==> config.mk <==
export PLATFORM = sky130hd
export DESIGN_NAME = mdw_warning_monitor
export DESIGN_NICKNAME = d
export VERILOG_FILES = /design/src/rtl/mdw_pkg.sv /design/src/rtl/mdw_warning_monitor.sv
export SDC_FILE = /design/constraint.sdc
export NUM_CORES = 1
export LEC_CHECK = 0
export BUFFER_PORTS_ARGS = -buffer_cell sky130_fd_sc_hd__buf_2
export CORE_ASPECT_RATIO = 1.25
export CORE_MARGIN = 5
export CORE_UTILIZATION = 50
export CTS_BUF_LIST = sky130_fd_sc_hd__clkbuf_16
export CTS_CLUSTER_SIZE = 25
export DETAILED_ROUTE_END_ITERATION = 12
export PLACE_DENSITY = 0.79
export SYNTH_ARGS = -nofsm -noshare
export SYNTH_HDL_FRONTEND = slang
export SYNTH_SLANG_ARGS = --single-unit
==> constraint.sdc <==
create_clock -name clk -period 5.3 [get_ports clk]
set_clock_uncertainty 0.05 [all_clocks]
set_input_delay 0.265 -clock clk [delete_from_list [all_inputs] [get_ports clk]]
set_output_delay 0.265 -clock clk [all_outputs]
set_load 0.05 [all_outputs]
==> src/rtl/mdw_pkg.sv <==
package mdw_pkg;
   // Clock and overload time base
   localparam int          CLK_PERIOD_NS  = 40;
   localparam int          OVL_TICK_NS    = 100_000_000;
   localparam int          OVL_TICK_DEF   = OVL_TICK_NS / CLK_PERIOD_NS;
   localparam int          TICK_W         = 22;
   // Deviation in 0.1 degree units, limits in 0.01 rev
   localparam logic [23:0] DEG10_PER_CREV = 24'h000024;
   localparam logic [23:0] OVL_DEV_DEG10  = 24'h000012;
   localparam logic [33:0] TRAVEL_RANGE   = 34'h080000000;
   // Setting ranges
   localparam logic [15:0] DEV_MIN        = 16'h0001;
   localparam logic [15:0] DEV_MAX        = 16'h7530;
   localparam logic [15:0] VOLT_MIN       = 16'h0096;
   localparam logic [15:0] VOLT_MAX       = 16'h0276;
   localparam logic [15:0] TEMP_MIN       = 16'h0028;
   localparam logic [15:0] TEMP_MAX       = 16'h0055;
   localparam logic [15:0] OVLT_MIN       = 16'h0001;
   localparam logic [15:0] OVLT_MAX       = 16'h012c;
   localparam logic [15:0] SPD_MIN        = 16'h0001;
   localparam logic [15:0] SPD_MAX        = 16'h1388;
   // Electronic gear resolution window, plain defaults
   localparam logic [19:0] GEAR_MIN_DEF   = 20'h000c8;
   localparam logic [19:0] GEAR_MAX_DEF   = 20'h0c800;
   // Pin synchroniser lanes
   localparam int          PIN_RES        = 0;
   localparam int          PIN_HOME       = 1;
   localparam int          PIN_W          = 2;

   typedef enum logic {MDW_MODE_NORMAL, MDW_MODE_CURRENT} mdw_mode_t;

   typedef struct packed {
      logic [14:0] dev_on;
      logic [14:0] dev_off;
      logic [9:0]  ov;
      logic [9:0]  uv;
      logic [7:0]  ot;
      logic [8:0]  ovl_time;
      logic [12:0] os;
      logic        abn_en;
      logic        auto_ret;
   } mdw_cfg_t;

   typedef struct packed {
      logic [23:0] dev_abs;
      logic [33:0] travel_abs;
      logic [9:0]  volt;
      logic [7:0]  temp;
      logic [12:0] speed;
      logic        cur_limit;
      logic [19:0] gear_res;
   } mdw_meas_t;

   typedef struct packed {
      logic dev_on;
      logic dev_off;
      logic overheat;
      logic overvolt;
      logic undervolt;
      logic overload;
      logic overspeed;
      logic opdata_err;
      logic abn_opdata;
      logic gear_err;
   } mdw_warn_t;

   localparam mdw_cfg_t CFG_RST = '{
      dev_on:   15'h012c,
      dev_off:  15'h2710,
      ov:       10'h276,
      uv:       10'h0b4,
      ot:       8'h55,
      ovl_time: 9'h032,
      os:       13'h1194,
      abn_en:   1'b0,
      auto_ret: 1'b0
   };
endpackage : mdw_pkg

==> src/rtl/mdw_warning_monitor.sv <==
// Summary of operation
// [RL1] Warning output is on whenever any warning is active.
// [RL2] Resolution select on refuses home return and raises abnormal data warning.
// [RL3] Current on: deviation above current-on limit raises deviation warning.
// [RL4] Current off: deviation above current-off limit warns only with auto return.
// [RL5] Temperature above overheat limit raises overheat warning.
// [RL6] Supply above overvoltage limit raises overvoltage warning.
// [RL7] Supply below undervoltage limit raises undervoltage warning.
// [RL8] Overload warns only after condition held for the overload time.
// [RL9] Normal mode: deviation of 1.8 degrees or more is overload.
// [RL10] Current control mode: current at its limit is overload.
// [RL11] Speed above overspeed limit raises overspeed warning.
// [RL12] Resolution select change while current on raises operation data error.
// [RL13] With enable set, travel beyond control range raises operation data error.
// [RL14] Gear resolution outside permitted range raises gear setting error.
// [RL15] Current-on limit settable 0.01 to 300.00 rev, default 3.00.
// [RL16] Current-off limit defaults to 100.00 rev.
// [RL17] Abnormal data warning enable is one bit, default off.
// [RL18] Warning output drops once every warning has cleared.
`timescale 1ns/100ps
module mdw_warning_monitor
   import mdw_pkg::*;
#(
   parameter int          OVL_TICK_CYC = OVL_TICK_DEF,
   parameter logic [19:0] GEAR_MIN     = GEAR_MIN_DEF,
   parameter logic [19:0] GEAR_MAX     = GEAR_MAX_DEF
) (
   input  wire logic      clk,
   input  wire logic      arst_n,
   input  wire logic      res_select_pin,
   input  wire logic      home_req_pin,
   input  wire logic      current_on,
   input  wire mdw_mode_t ctrl_mode,
   input  wire mdw_meas_t meas,
   input  wire logic      cfg_wr,
   input  wire mdw_cfg_t  cfg_in,
   input  wire logic      warn_clear,
   output wire logic      warning_output,
   output wire mdw_warn_t warn_status,
   output wire logic      home_go,
   output wire logic      home_refused,
   output wire mdw_cfg_t  cfg_active
);

   function automatic logic [15:0] mdw_clamp(
      input logic [15:0] v,
      input logic [15:0] lo,
      input logic [15:0] hi
   );
      mdw_clamp = (v < lo) ? lo : ((v > hi) ? hi : v);
   endfunction : mdw_clamp

   function automatic logic [23:0] mdw_crev_to_deg10(
      input logic [14:0] crev
   );
      mdw_crev_to_deg10 = 24'({9'h000, crev} * DEG10_PER_CREV);
   endfunction : mdw_crev_to_deg10

   logic [PIN_W-1:0]  pin_s1_r;
   logic [PIN_W-1:0]  pin_s2_r;
   logic [PIN_W-1:0]  pin_s3_r;
   mdw_cfg_t          cfg_r;
   mdw_cfg_t          cfg_cl;
   mdw_warn_t         warn_r;
   mdw_warn_t         warn_nxt;
   logic              warn_out_r;
   logic              home_go_r;
   logic              home_ref_r;
   logic [TICK_W-1:0] tick_cnt_r;
   logic [TICK_W-1:0] tick_cnt_nxt;
   logic [8:0]        ovl_cnt_r;
   logic [8:0]        ovl_cnt_nxt;
   logic              opdata_r;
   logic              opdata_nxt;
   logic              res_on;
   logic              res_changed;
   logic              home_req;
   logic [23:0]       lim_on_deg10;
   logic [23:0]       lim_off_deg10;
   logic              ovl_cond;
   logic              tick_end;
   logic              travel_over;
   logic              opdata_set;

   // Two-stage pin synchronisers, third stage for edges
   genvar gi;
   generate
      for (gi = 0; gi < PIN_W; gi++) begin : g_sync
         always_ff @(posedge clk or negedge arst_n) begin
            if (!arst_n) begin
               pin_s1_r[gi] <= 1'b0;
               pin_s2_r[gi] <= 1'b0;
               pin_s3_r[gi] <= 1'b0;
            end else begin
               pin_s1_r[gi] <= (gi == PIN_RES) ? res_select_pin : home_req_pin;
               pin_s2_r[gi] <= pin_s1_r[gi];
               pin_s3_r[gi] <= pin_s2_r[gi];
            end
         end
      end
   endgenerate

   assign res_on      = pin_s2_r[PIN_RES];
   assign res_changed = pin_s2_r[PIN_RES] ^ pin_s3_r[PIN_RES];
   assign home_req    = pin_s2_r[PIN_HOME] & ~pin_s3_r[PIN_HOME];

   // Settings clamped into their ranges on write
   assign cfg_cl = '{
      dev_on:   15'(mdw_clamp(16'(cfg_in.dev_on), DEV_MIN, DEV_MAX)), // see [RL15]
      dev_off:  15'(mdw_clamp(16'(cfg_in.dev_off), DEV_MIN, DEV_MAX)),
      ov:       10'(mdw_clamp(16'(cfg_in.ov), VOLT_MIN, VOLT_MAX)),
      uv:       10'(mdw_clamp(16'(cfg_in.uv), VOLT_MIN, VOLT_MAX)),
      ot:       8'(mdw_clamp(16'(cfg_in.ot), TEMP_MIN, TEMP_MAX)),
      ovl_time: 9'(mdw_clamp(16'(cfg_in.ovl_time), OVLT_MIN, OVLT_MAX)),
      os:       13'(mdw_clamp(16'(cfg_in.os), SPD_MIN, SPD_MAX)),
      abn_en:   cfg_in.abn_en, // see [RL17]
      auto_ret: cfg_in.auto_ret
   };

   // Defaults held from reset until first write
   always_ff @(posedge clk or negedge arst_n) begin
      if (!arst_n) begin
         cfg_r <= CFG_RST; // see [RL15] see [RL16] see [RL17]
      end else if (cfg_wr) begin
         cfg_r <= cfg_cl;
      end
   end

   assign lim_on_deg10  = mdw_crev_to_deg10(cfg_r.dev_on);
   assign lim_off_deg10 = mdw_crev_to_deg10(cfg_r.dev_off);

   // Overload condition depends on control mode
   assign ovl_cond = (ctrl_mode == MDW_MODE_NORMAL) ?
                     (meas.dev_abs >= OVL_DEV_DEG10) : // see [RL9]
                     meas.cur_limit;                   // see [RL10]

   // Overload persistence timer in 0.1 s ticks
   assign tick_end     = (tick_cnt_r == TICK_W'(OVL_TICK_CYC - 1));
   assign tick_cnt_nxt = (!ovl_cond || tick_end) ? '0 : tick_cnt_r + 1'b1;
   assign ovl_cnt_nxt  = !ovl_cond ? '0 :
                         (tick_end && (ovl_cnt_r != 9'(OVLT_MAX))) ?
                         ovl_cnt_r + 1'b1 : ovl_cnt_r; // see [RL8]

   // Operation data error is sticky; set wins over clear
   assign travel_over = cfg_r.abn_en & (meas.travel_abs > TRAVEL_RANGE); // see [RL13]
   assign opdata_set  = (current_on & res_changed) | travel_over; // see [RL12]
   assign opdata_nxt  = opdata_set | (opdata_r & ~warn_clear);

   assign warn_nxt = '{
      dev_on:     current_on & (meas.dev_abs > lim_on_deg10), // see [RL3]
      dev_off:    ~current_on & cfg_r.auto_ret &
                  (meas.dev_abs > lim_off_deg10), // see [RL4]
      overheat:   meas.temp > cfg_r.ot, // see [RL5]
      overvolt:   meas.volt > cfg_r.ov, // see [RL6]
      undervolt:  meas.volt < cfg_r.uv, // see [RL7]
      overload:   ovl_cond & (ovl_cnt_r >= cfg_r.ovl_time), // see [RL8]
      overspeed:  meas.speed > cfg_r.os, // see [RL11]
      opdata_err: opdata_nxt,
      abn_opdata: res_on, // see [RL2]
      gear_err:   (meas.gear_res < GEAR_MIN) |
                  (meas.gear_res > GEAR_MAX) // see [RL14]
   };

   always_ff @(posedge clk or negedge arst_n) begin
      if (!arst_n) begin
         tick_cnt_r <= '0;
         ovl_cnt_r  <= '0;
         opdata_r   <= 1'b0;
         warn_r     <= '0;
         warn_out_r <= 1'b0;
      end else begin
         tick_cnt_r <= tick_cnt_nxt;
         ovl_cnt_r  <= ovl_cnt_nxt;
         opdata_r   <= opdata_nxt;
         warn_r     <= warn_nxt;
         warn_out_r <= |warn_nxt; // see [RL1] see [RL18]
      end
   end

   // Home return start or refusal, one-cycle pulses
   always_ff @(posedge clk or negedge arst_n) begin
      if (!arst_n) begin
         home_go_r  <= 1'b0;
         home_ref_r <= 1'b0;
      end else begin
         home_go_r  <= home_req & ~res_on;
         home_ref_r <= home_req & res_on; // see [RL2]
      end
   end

   assign warning_output = warn_out_r;
   assign warn_status    = warn_r;
   assign home_go        = home_go_r;
   assign home_refused   = home_ref_r;
   assign cfg_active     = cfg_r;

   a_warn_out_any: assert property ( // see [RL1]
      @(posedge clk) disable iff (!arst_n)
      (|warn_status) |-> warning_output)
      else $error("Warning output low with a warning active");

   a_warn_out_idle: assert property ( // see [RL18]
      @(posedge clk) disable iff (!arst_n)
      (warn_status == '0) |-> !warning_output)
      else $error("Warning output high with no warning active");

   a_home_refuse: assert property ( // see [RL2]
      @(posedge clk) disable iff (!arst_n)
      (home_req && res_on) |=> (home_refused && !home_go && warn_status.abn_opdata))
      else $error("Home return not refused while resolution select on");

   a_dev_on_warn: assert property ( // see [RL3]
      @(posedge clk) disable iff (!arst_n)
      (current_on && meas.dev_abs > 24'({9'h000, cfg_r.dev_on} * DEG10_PER_CREV))
      |=> warn_status.dev_on)
      else $error("Current-on deviation warning missed");

   a_dev_off_gate: assert property ( // see [RL4]
      @(posedge clk) disable iff (!arst_n)
      (current_on || !cfg_r.auto_ret) |=> !warn_status.dev_off)
      else $error("Current-off deviation warning without auto return");

   a_overheat: assert property ( // see [RL5]
      @(posedge clk) disable iff (!arst_n)
      (meas.temp > cfg_r.ot) |=> warn_status.overheat)
      else $error("Overheat warning missed");

   a_overvolt: assert property ( // see [RL6]
      @(posedge clk) disable iff (!arst_n)
      (meas.volt > cfg_r.ov) |=> warn_status.overvolt)
      else $error("Overvoltage warning missed");

   a_undervolt: assert property ( // see [RL7]
      @(posedge clk) disable iff (!arst_n)
      (meas.volt < cfg_r.uv) |=> warn_status.undervolt)
      else $error("Undervoltage warning missed");

   a_overload_early: assert property ( // see [RL8]
      @(posedge clk) disable iff (!arst_n)
      (ovl_cnt_r < cfg_r.ovl_time) |=> !warn_status.overload)
      else $error("Overload warning before overload time");

   a_ovl_normal: assert property ( // see [RL9]
      @(posedge clk) disable iff (!arst_n)
      (ctrl_mode == MDW_MODE_NORMAL && meas.dev_abs < OVL_DEV_DEG10)
      |=> (!warn_status.overload && ovl_cnt_r == '0))
      else $error("Overload in normal mode below 1.8 degrees");

   a_ovl_current: assert property ( // see [RL10]
      @(posedge clk) disable iff (!arst_n)
      (ctrl_mode == MDW_MODE_CURRENT && !meas.cur_limit)
      |=> (!warn_status.overload && ovl_cnt_r == '0))
      else $error("Overload in current mode without current limit");

   a_overspeed: assert property ( // see [RL11]
      @(posedge clk) disable iff (!arst_n)
      (meas.speed > cfg_r.os) |=> warn_status.overspeed)
      else $error("Overspeed warning missed");

   a_res_change: assert property ( // see [RL12]
      @(posedge clk) disable iff (!arst_n)
      (current_on && $changed(pin_s2_r[PIN_RES]))
      |=> warn_status.opdata_err)
      else $error("Resolution change while current on not flagged");

   a_travel_range: assert property ( // see [RL13]
      @(posedge clk) disable iff (!arst_n)
      (cfg_r.abn_en && meas.travel_abs > TRAVEL_RANGE) |=> warn_status.opdata_err)
      else $error("Travel beyond control range not flagged");

   a_gear_range: assert property ( // see [RL14]
      @(posedge clk) disable iff (!arst_n)
      (meas.gear_res > GEAR_MAX || meas.gear_res < GEAR_MIN) |=> warn_status.gear_err)
      else $error("Gear resolution out of range not flagged");

   a_dev_on_clamp: assert property ( // see [RL15]
      @(posedge clk) disable iff (!arst_n)
      (cfg_wr && cfg_in.dev_on == '0) |=> (cfg_active.dev_on == 15'(DEV_MIN)))
      else $error("Current-on limit not clamped to minimum");

   a_dev_on_max: assert property ( // see [RL15]
      @(posedge clk) disable iff (!arst_n)
      (cfg_wr && cfg_in.dev_on > 15'(DEV_MAX)) |=> (cfg_active.dev_on == 15'(DEV_MAX)))
      else $error("Current-on limit not clamped to maximum");

   a_dev_off_warn: assert property ( // see [RL4]
      @(posedge clk) disable iff (!arst_n)
      (!current_on && cfg_r.auto_ret && meas.dev_abs > 24'({9'h000, cfg_r.dev_off} * DEG10_PER_CREV))
      |=> warn_status.dev_off)
      else $error("Current-off deviation warning missed");

   a_overload_fire: assert property ( // see [RL8]
      @(posedge clk) disable iff (!arst_n)
      (ovl_cond && ovl_cnt_r >= cfg_r.ovl_time) |=> warn_status.overload)
      else $error("Overload warning missed after overload time");

   a_home_accept: assert property ( // see [RL2]
      @(posedge clk) disable iff (!arst_n)
      (home_req && !res_on) |=> (home_go && !home_refused))
      else $error("Home return not started with resolution select off");

   a_abn_level: assert property ( // see [RL2]
      @(posedge clk) disable iff (!arst_n)
      res_on |=> warn_status.abn_opdata)
      else $error("Abnormal data warning missed with resolution select on");

   a_opdata_hold: assert property ( // see [RL12]
      @(posedge clk) disable iff (!arst_n)
      (warn_status.opdata_err && !warn_clear) |=> warn_status.opdata_err)
      else $error("Operation data error dropped without clear");

   a_opdata_set_wins: assert property ( // see [RL12]
      @(posedge clk) disable iff (!arst_n)
      (warn_clear && opdata_set) |=> warn_status.opdata_err)
      else $error("Clear beat a new operation data error");

endmodule : mdw_warning_monitor

======== Yosys cells after proc, flatten, opt, wreduce, memory -nomap -nowiden ========
Cells that the tools add are included.
storage, ports and cells
  flip-flop bits (word level) ............. 131
  input port bits ......................... 200
  output and inout port bits .............. 95
  word-level logic and storage cells ...... 101
operators by class
  $add $sub $neg .......................... 2
  $mul .................................... 2
  $lt $le $gt $ge ......................... 25
  eq/ne operators ......................... 3
  muxes and demuxes ....................... 18
  bitwise operators ....................... 18
  reduce and logical (&&, ||, !) cells .... 4
operator list
  operator                                                            count
  2-to-1 mux 15 bit                                                   4
  > comparator 24 x 21 -> 1 bit                                       2
  2-to-1 mux 10 bit                                                   4
  multiplier 15 x 4 -> 19 bit, second input constant                  2
  2-to-1 mux 9 bit                                                    4
  > comparator 34 x 32 -> 1 bit, second input constant                1
  > comparator 15 bit, second input constant                          2
  less-than comparator 15 x 1 -> 1 bit, second input constant         2
  2-to-1 mux 13 bit                                                   2
  greater-or-equal comparator 24 x 5 -> 1 bit, second input constant  1
  adder 22 x 1 -> 22 bit, second input constant                       1
  equality test 22 bit, second input constant                         1
  2-to-1 mux 22 bit                                                   1
  > comparator 10 bit, second input constant                          2
  > comparator 20 x 16 -> 1 bit, second input constant                1
  less-than comparator 10 x 8 -> 1 bit, second input constant         2
  less-than comparator 20 x 8 -> 1 bit, second input constant         1
  2-to-1 mux 8 bit                                                    2
  > comparator 13 bit                                                 1
  > comparator 13 bit, second input constant                          1
  less-than comparator 13 x 1 -> 1 bit, second input constant         1
  bitwise AND 1 bit                                                   10
  > comparator 10 bit                                                 1
  less-than comparator 10 bit                                         1
  other kinds (17)                                                    22

======== Longest topological paths before layout ========
Gate-level depths: netlist of the first run.
  depth after elaboration ................. 5
  mapped depth ............................ 18
  depth with buffers taken out ............ 18

======== Worst setup path before layout of the first run ========
OpenSTA, ideal clock, no wires.
  path type ............................... register to register
  start ................................... register cfg_r (netlist bit cfg_active[56])
  end ..................................... register warn_out_r (netlist: warning_output)
  arrival time ............................ 4.121 ns
  path slack .............................. 0.990 ns
  stages on the path, launching flop included .. 18
  buffers on the path ..................... 0
  period minus slack after synthesis ...... 4.310 ns
  path through ............................ dfstp_2 ha_1 ha_1 fa_1 a21oi_1 o211ai_1 a31oi_1 nor2b_1 o21ai_1 a21oi_1 xnor2_1 ha_1 and3_1 nand4_1 nor3_1 nand2_1 and4b_1 or4_1
RTL lines
  item                    RTL line                    text
  start, declared         mdw_warning_monitor.sv:62   mdw_cfg_t cfg_r;
  start signal, assigned  mdw_warning_monitor.sv:125  cfg_r <= cfg_cl;
  end signal, assigned    mdw_warning_monitor.sv:176  warn_out_r <= |warn_nxt;
  end, declared           mdw_warning_monitor.sv:66   logic warn_out_r;

==> flow_metrics.env, run 1 <==
export IMPL_wl_per_cell_um=17.5
export IMPL_gp_congestion=0.934
export IMPL_worst_setup_path_end_kind="register"
export IMPL_drv_slew=0
export IMPL_syn_area_mm2=0.00911
export IMPL_path_cells="ha_1 -> ha_1 -> fa_1 -> a21oi_1 -> o211ai_1 -> a31oi_1 -> nor2b_1 -> o21ai_1 -> a21oi_1 -> xnor2_1 -> ha_1 -> and3_1 -> nand4_1 -> nor3_1 -> nand2_1 -> and4b_1 -> or4_1"
export IMPL_wirelength_um=26700
export IMPL_status="complete, no violations"
export IMPL_mostFrequentLayoutCells="293 x buf_2, 138 x ha_1, 100 x dfrtp_1, 79 x nor2_1, 77 x inv_1"
export IMPL_drt_iter0_markers=486
export IMPL_critPathMostFrequentCell="ha_1"
export IMPL_insertion_delay_ps=420
export IMPL_synthToLayoutAreaGrowth_pct=25.8
export IMPL_path_max_fanout=4
export IMPL_htree_levels=4
export IMPL_cpMaxStageDelayCell="dfstp_2"
export IMPL_min_period_ps=4470
export IMPL_synthArstFlopShare_pct=100
export IMPL_io_buffers=294
export IMPL_cp_start_kind="register"
export IMPL_final_nets=1621
export IMPL_comb_power_share_pct=33.7
export IMPL_postSynthNetCount=1317
export IMPL_hp_class="input port to register"
export IMPL_grt_start_max_net_pins=70
export IMPL_finalHoldViolCount=0
export IMPL_cts_buffers=17
export IMPL_clock_sinks=131
export IMPL_ios=295
export IMPL_p_sw_share_pct=36.1
export IMPL_worst_path_buf_inv=0
export IMPL_clk_pin_slew_ps=60
export IMPL_ant_nets=0
export IMPL_yosysSeqAreaShare_pct=36.4
export IMPL_path_delay_family="simple AND/OR/NAND/NOR gates"
export IMPL_start_util_pct=50.5
export IMPL_holdWs_ps=19.1
export IMPL_slew_headroom_pct=45.4
export IMPL_grt_first_pass_wirelength_um=42400
export IMPL_drc=0
export IMPL_max_stage_delay_ps=560
export IMPL_core_area_mm2=0.0180
export IMPL_timing_fmax_mhz=223
export IMPL_ys_ff_latch=131
export IMPL_cts_root_buffer="clkbuf_16"
export IMPL_setup_violations=0
export IMPL_synth_cell_types=64
export IMPL_worst_pin_slew_ps=819
export IMPL_vias=8669
export IMPL_cap_violations=0
export IMPL_die_x_um=131
export IMPL_ir_drop_mv=0.218
export IMPL_placed_cells=1487
export IMPL_rsz0062_at_grt="no"
export IMPL_ctsResizeCount=0
export IMPL_synth_edf_count=0
export IMPL_grt_pass1_vias=8771
export IMPL_drive_above_1_share_pct=28.8
export IMPL_cp_required_ps=5540
export IMPL_antenna_found_initial=1
export IMPL_arrival_ps=4710
export IMPL_dp_hpwl_um=21200
export IMPL_num_antenna_cells=0
export IMPL_drtPass1Iterations=5
export IMPL_syn_inst=977
export IMPL_post_route_period_util_pct=84.4
export IMPL_ys_flop_type="dfrtp_1"
export IMPL_power_switching_w=0.00128
export IMPL_power_frac_seq_pct=32.9
export IMPL_syn_avg_cell_area_um2=9.32
export IMPL_num_rows=55
export IMPL_grt_total_usage_pct=25.2
export IMPL_final_common_cell="buf_2"
export IMPL_power_static_leakage_nw=5.74
export IMPL_crit_type="register to register"
export IMPL_overflow=0
export IMPL_clock_path_buffers=2
export IMPL_vias_per_cell=5.70
export IMPL_die_y_um=161
export IMPL_dieArea_mm2=0.0210
export IMPL_finalSetupTns_ps=0
export IMPL_power_density_mw_per_mm2=310
export IMPL_synth_warnings=0
export IMPL_final_instance_count_excl_fill=1522
export IMPL_cts_tree="yes"
export IMPL_p_clk_share_pct=33.4
export IMPL_internal_power_w=0.00227
## worst register-to-register path: stages (launching register included)
cell,delay (ps)
dfstp_2,560
ha_1,240
ha_1,240
fa_1,420
a21oi_1,270
o211ai_1,140
a31oi_1,260
nor2b_1,70
o21ai_1,150
a21oi_1,130
xnor2_1,160
ha_1,290
and3_1,150
nand4_1,130
nor3_1,270
nand2_1,70
and4b_1,220
or4_1,520
## flip-flops by register name (all words and copies together), names as in the netlist
name	cells
ovl_cnt_r	9
warning_output	1
home_go	1
tick_cnt_r	22
pin_s3_r	1
home_refused	1
cfg_active	82
res_on	1
pin_s2_r	1
warn_status	10
pin_s1_r	2
## cells in the mapped netlist (all sizes together) (3+ instances only)
cell | instances | share of area [%]
and4 | 3 | 0.29
dfstp | 31 | 8.9
clkbuf | 13 | 0.54
a31oi | 9 | 0.62
o22ai | 15 | 1.1
nand2b | 11 | 0.78
nor4 | 24 | 1.6
and3 | 13 | 0.89
o21ai | 56 | 3.1
inv | 78 | 3.2
o2bb2ai | 13 | 1.3
xor2 | 34 | 3.3
nand3 | 30 | 1.6
or4 | 5 | 0.41
a211oi | 11 | 0.91
o21a | 8 | 0.66
a2bb2oi | 6 | 0.58
a21boi | 3 | 0.25
nor2b | 16 | 1.1
ha | 138 | 19
mux2 | 8 | 0.99
nor3 | 26 | 1.4
a21o | 11 | 0.91
nand3b | 5 | 0.41
nand2 | 66 | 2.7
or3 | 5 | 0.34
a2111oi | 3 | 0.30
a22o | 8 | 0.77
xnor2 | 17 | 1.6
o31ai | 9 | 0.74
dfrtp | 100 | 27
a21oi | 54 | 3.0
o21bai | 5 | 0.41
nand4 | 26 | 1.8
nor2 | 79 | 3.3
buf | 3 | 0.21
o211ai | 6 | 0.49
## cells by family (layout without fill, tap and decap cells)
| family | Yosys count | in the layout | share of synthesized area [%] |
|---|---|---|---|
| buf+inv | 95 | 412 | 4.00 |
| xor+xnor | 51 | 51 | 4.90 |
| fa+ha+maj | 141 | 141 | 19.5 |
| mux | 8 | 8 | 0.989 |
| flops | 131 | 131 | 36.4 |
| compound gates | 233 | 233 | 16.6 |
| simple gates | 318 | 318 | 17.6 |
## worst paths after layout
path                                                  from                         end  slack, ps  cells after the start
worst max-delay path            cfg_active[56]$_DFFE_PN1P_    warning_output$_DFF_PN0_        830                     17
worst min-delay path                             cfg_in[4]   cfg_active[4]$_DFFE_PN1P_         20                      3
max in group asynchronous                           arst_n    tick_cnt_r[18]$_DFF_PN0_       3550                      3
min in group asynchronous                           arst_n  cfg_active[33]$_DFFE_PN0P_        370                      2
worst max register to register  cfg_active[56]$_DFFE_PN1P_    warning_output$_DFF_PN0_        830                     17
worst min register to register       pin_s1_r[0]$_DFF_PN0_            res_on$_DFF_PN0_        300                      0
## timing repair
item                      in CTS  in global routing
buffers inserted               0                  0
hold endpoints to repair      47                  0
hold buffers                   3                  0
## stage by stage
step	worst slack [ps]	utilization [%]	area [um^2]	power [W]
5_1_grt	575	63.5	11500	0.00376
3_3_place_gp	1010	60.1	10800	0.00234
4_1_cts	860	63.5	11500	0.00358
2_1_floorplan	990	-	9110	0.00201
3_5_place_dp	890	60.1	10800	0.00237
6_report	826	63.5	11500	0.00356
## final cells by class
| cell class | count | area (um^2) |
|---|---|---|
| clock buffer | 17 | 425 |
| clock inverter | 15 | 168 |
| timing repair buffer | 301 | 1540 |
| inverter | 79 | 297 |
| fill | 1539 | 6570 |
| multi-input combinational | 751 | 5430 |
| tap | 228 | 285 |
| sequential | 131 | 3320 |
## layer usage
| layer | track usage (%) | vias up | wire (um) |
|---|---|---|---|
| li1 | - | 4184 | - |
| met1 | 29.2 | 4087 | 10200 |
| met2 | 44.1 | 330 | 13900 |
| met3 | 5.62 | 66 | 1730 |
| met4 | 10.5 | 2 | 930 |
| met5 | 0 | - | 19 |
## power groups by stage
stage	registers, W	clock network, W	logic (W)
2_1_floorplan	0.00141	0	0.000595
3_3_place_gp	0.00118	0	0.00116
3_5_place_dp	0.00118	0	0.00119
4_1_cts	0.00117	0.00121	0.00120
5_1_grt	0.00118	0.00126	0.00132
6_report	0.00117	0.00119	0.00120
Power figures use the tool's default switching activity.
==> inputs of run 2 (changes only) <==
clock period = 4.62 ns   (was 5.3 ns; I/O delays follow)
==> run 2 against run 1 <==
Effect of this change: register-to-register slack got worse by 550 ps; sequential cell count unchanged; combinational power is 15% higher; maximum frequency rose by 3.1%; worst hold slack improved by 1.2 ps; sequential power rose by 15%; power up 10%; critical path depth rose by 1.
==> flow_metrics.env, run 2 (synthesis results as in run 1) <==
export IMPL_path_cells="ha_1 -> ha_1 -> fa_1 -> a21oi_2 -> o211ai_1 -> a31oi_2 -> nor2b_1 -> o21ai_1 -> a21oi_1 -> xnor2_1 -> ha_1 -> and3_1 -> nand4_1 -> nor3_2 -> o31ai_1 -> o211ai_1 -> and4b_1 -> or4_1"
export IMPL_min_period_ps=4340
export IMPL_placed_cells=1488
export IMPL_finalHoldViolCount=0
export IMPL_hp_class="input port to register"
export IMPL_comb_power_share_pct=35.2
export IMPL_max_stage_delay_ps=560
export IMPL_vias=8653
export IMPL_num_antenna_cells=0
export IMPL_critPathMostFrequentCell="ha_1"
export IMPL_cp_required_ps=4850
export IMPL_antenna_found_initial=1
export IMPL_largest_register_ffs=82
export IMPL_grt_first_pass_wirelength_um=42200
export IMPL_timing_fmax_mhz=230
export IMPL_power_switching_w=0.00143
export IMPL_post_place_ws_ps=183
export IMPL_cts_buffers=17
export IMPL_cts_tree="yes"
export IMPL_p_sw_share_pct=36.6
export IMPL_ios=295
export IMPL_drv_slew=0
export IMPL_p_clk_share_pct=30.6
export IMPL_setup_violations=0
export IMPL_arrival_ps=4570
export IMPL_grt_pass1_vias=8720
export IMPL_multi_input_area_mm2=0.00544
export IMPL_ir_drop_mv=0.245
export IMPL_grt_total_usage_pct=25.0
export IMPL_clock_sinks=131
export IMPL_clock_path_buffers=2
export IMPL_drive_above_1_share_pct=28.2
export IMPL_cts_setup_buffers=0
export IMPL_die_y_um=161
export IMPL_cp_start_kind="register"
export IMPL_worst_path_buf_inv=0
export IMPL_overflow=0
export IMPL_start_util_pct=50.5
export IMPL_io_buffers=294
export IMPL_post_route_period_util_pct=93.9
export IMPL_status="complete, no violations"
export IMPL_power_frac_seq_pct=34.2
export IMPL_clk_pin_slew_ps=60
export IMPL_num_rows=55
export IMPL_worst_pin_slew_ps=804
export IMPL_worst_setup_path_end_kind="register"
export IMPL_power_density_mw_per_mm2=339
export IMPL_die_x_um=131
export IMPL_cts_root_buffer="clkbuf_16"
export IMPL_power_static_leakage_nw=5.81
export IMPL_drc=0
export IMPL_core_area_mm2=0.0180
export IMPL_holdWs_ps=20.3
export IMPL_insertion_delay_ps=420
export IMPL_drt_iter0_markers=475
export IMPL_grt_start_max_net_pins=87
export IMPL_path_delay_family="simple AND/OR/NAND/NOR gates"
export IMPL_rsz0062_at_grt="no"
export IMPL_wl_per_cell_um=17.2
export IMPL_final_common_cell="buf_2"
export IMPL_vias_per_cell=5.63
export IMPL_internal_power_w=0.00249
export IMPL_path_max_fanout=4
export IMPL_crit_type="register to register"
export IMPL_final_nets=1637
export IMPL_ant_nets=0
export IMPL_slew_headroom_pct=46.4
export IMPL_finalSetupTns_ps=0
export IMPL_cap_violations=0
export IMPL_htree_levels=4
export IMPL_final_instance_count_excl_fill=1538
export IMPL_cpMaxStageDelayCell="dfstp_2"
export IMPL_dieArea_mm2=0.0210
export IMPL_final_util_pct=64.1
export IMPL_drtPass1Iterations=5
export IMPL_mostFrequentLayoutCells="293 x buf_2, 138 x ha_1, 100 x dfrtp_1, 84 x inv_1, 79 x nor2_1"
export IMPL_r2r_slack_ps=280
export IMPL_regArea_mm2=0.00332
export IMPL_fillers=1513
export IMPL_synthToLayoutAreaGrowth_pct=26.8
export IMPL_wirelength_um=26500
export IMPL_gp_congestion=0.912
export IMPL_setup_ws_ps=280
export IMPL_dp_hpwl_um=21100
[run 2: worst min-delay path, cell delays in order]
cell       delay [ps]
buf_2             120
inv_1              50
o2bb2ai_1          50
[run 2: final cells by class]
class / instances / share of cell area [%]
well taps: 228 / 2.47
clock inverters: 15 / 0.780
inverters: 79 / 2.57
repair buffers: 317 / 14.7
flip-flops and latches: 131 / 28.7
clock buffers: 17 / 3.68
multi-input cells: 751 / 47.1
[run 2: path summary, 6_finish.rpt]
check,start,end,cells past startpoint
setup reg to reg,cfg_active[56]$_DFFE_PN1P_,warning_output$_DFF_PN0_,18
min in group asynchronous,arst_n,cfg_active[33]$_DFFE_PN0P_,2
setup / recovery,cfg_active[56]$_DFFE_PN1P_,warning_output$_DFF_PN0_,18
hold reg to reg,pin_s1_r[1]$_DFF_PN0_,pin_s2_r[1]$_DFF_PN0_,0
hold / removal,cfg_in[42],cfg_active[42]$_DFFE_PN0P_,3
max in group asynchronous,arst_n,cfg_active[66]$_DFFE_PN0P_,3
[run 2: repair_timing]
item | 4_1_cts | 5_1_grt
endpoints found under the hold margin | 76 | 0
endpoints found under the setup margin | 0 | 1
hold buffers | 18 | 0
gates resized for setup | 0 | 3
[run 2: through the flow]
stage	instance area (um^2)	total power (W)
CTS	11500	0.00394
global route	11600	0.00416
detailed placement	10800	0.00271
global placement	10800	0.00268
finish	11600	0.00392
floorplan	9110	0.00230
[run 2: layer usage]
layer	wire length [um]	GRT usage (%)	vias up
met4	888	10.6	2
met3	1630	4.86	57
met1	10200	29.3	4093
li1	-	-	4212
met5	7	0	-
met2	13700	44.0	289
[run 2: power groups by stage]
stage	logic, W	registers, W	clock network (W)
6_report	0.00138	0.00134	0.00120
5_1_grt	0.00153	0.00135	0.00128
4_1_cts	0.00138	0.00134	0.00122
3_5_place_dp	0.00136	0.00136	0
3_3_place_gp	0.00133	0.00135	0
2_1_floorplan	0.000683	0.00162	0
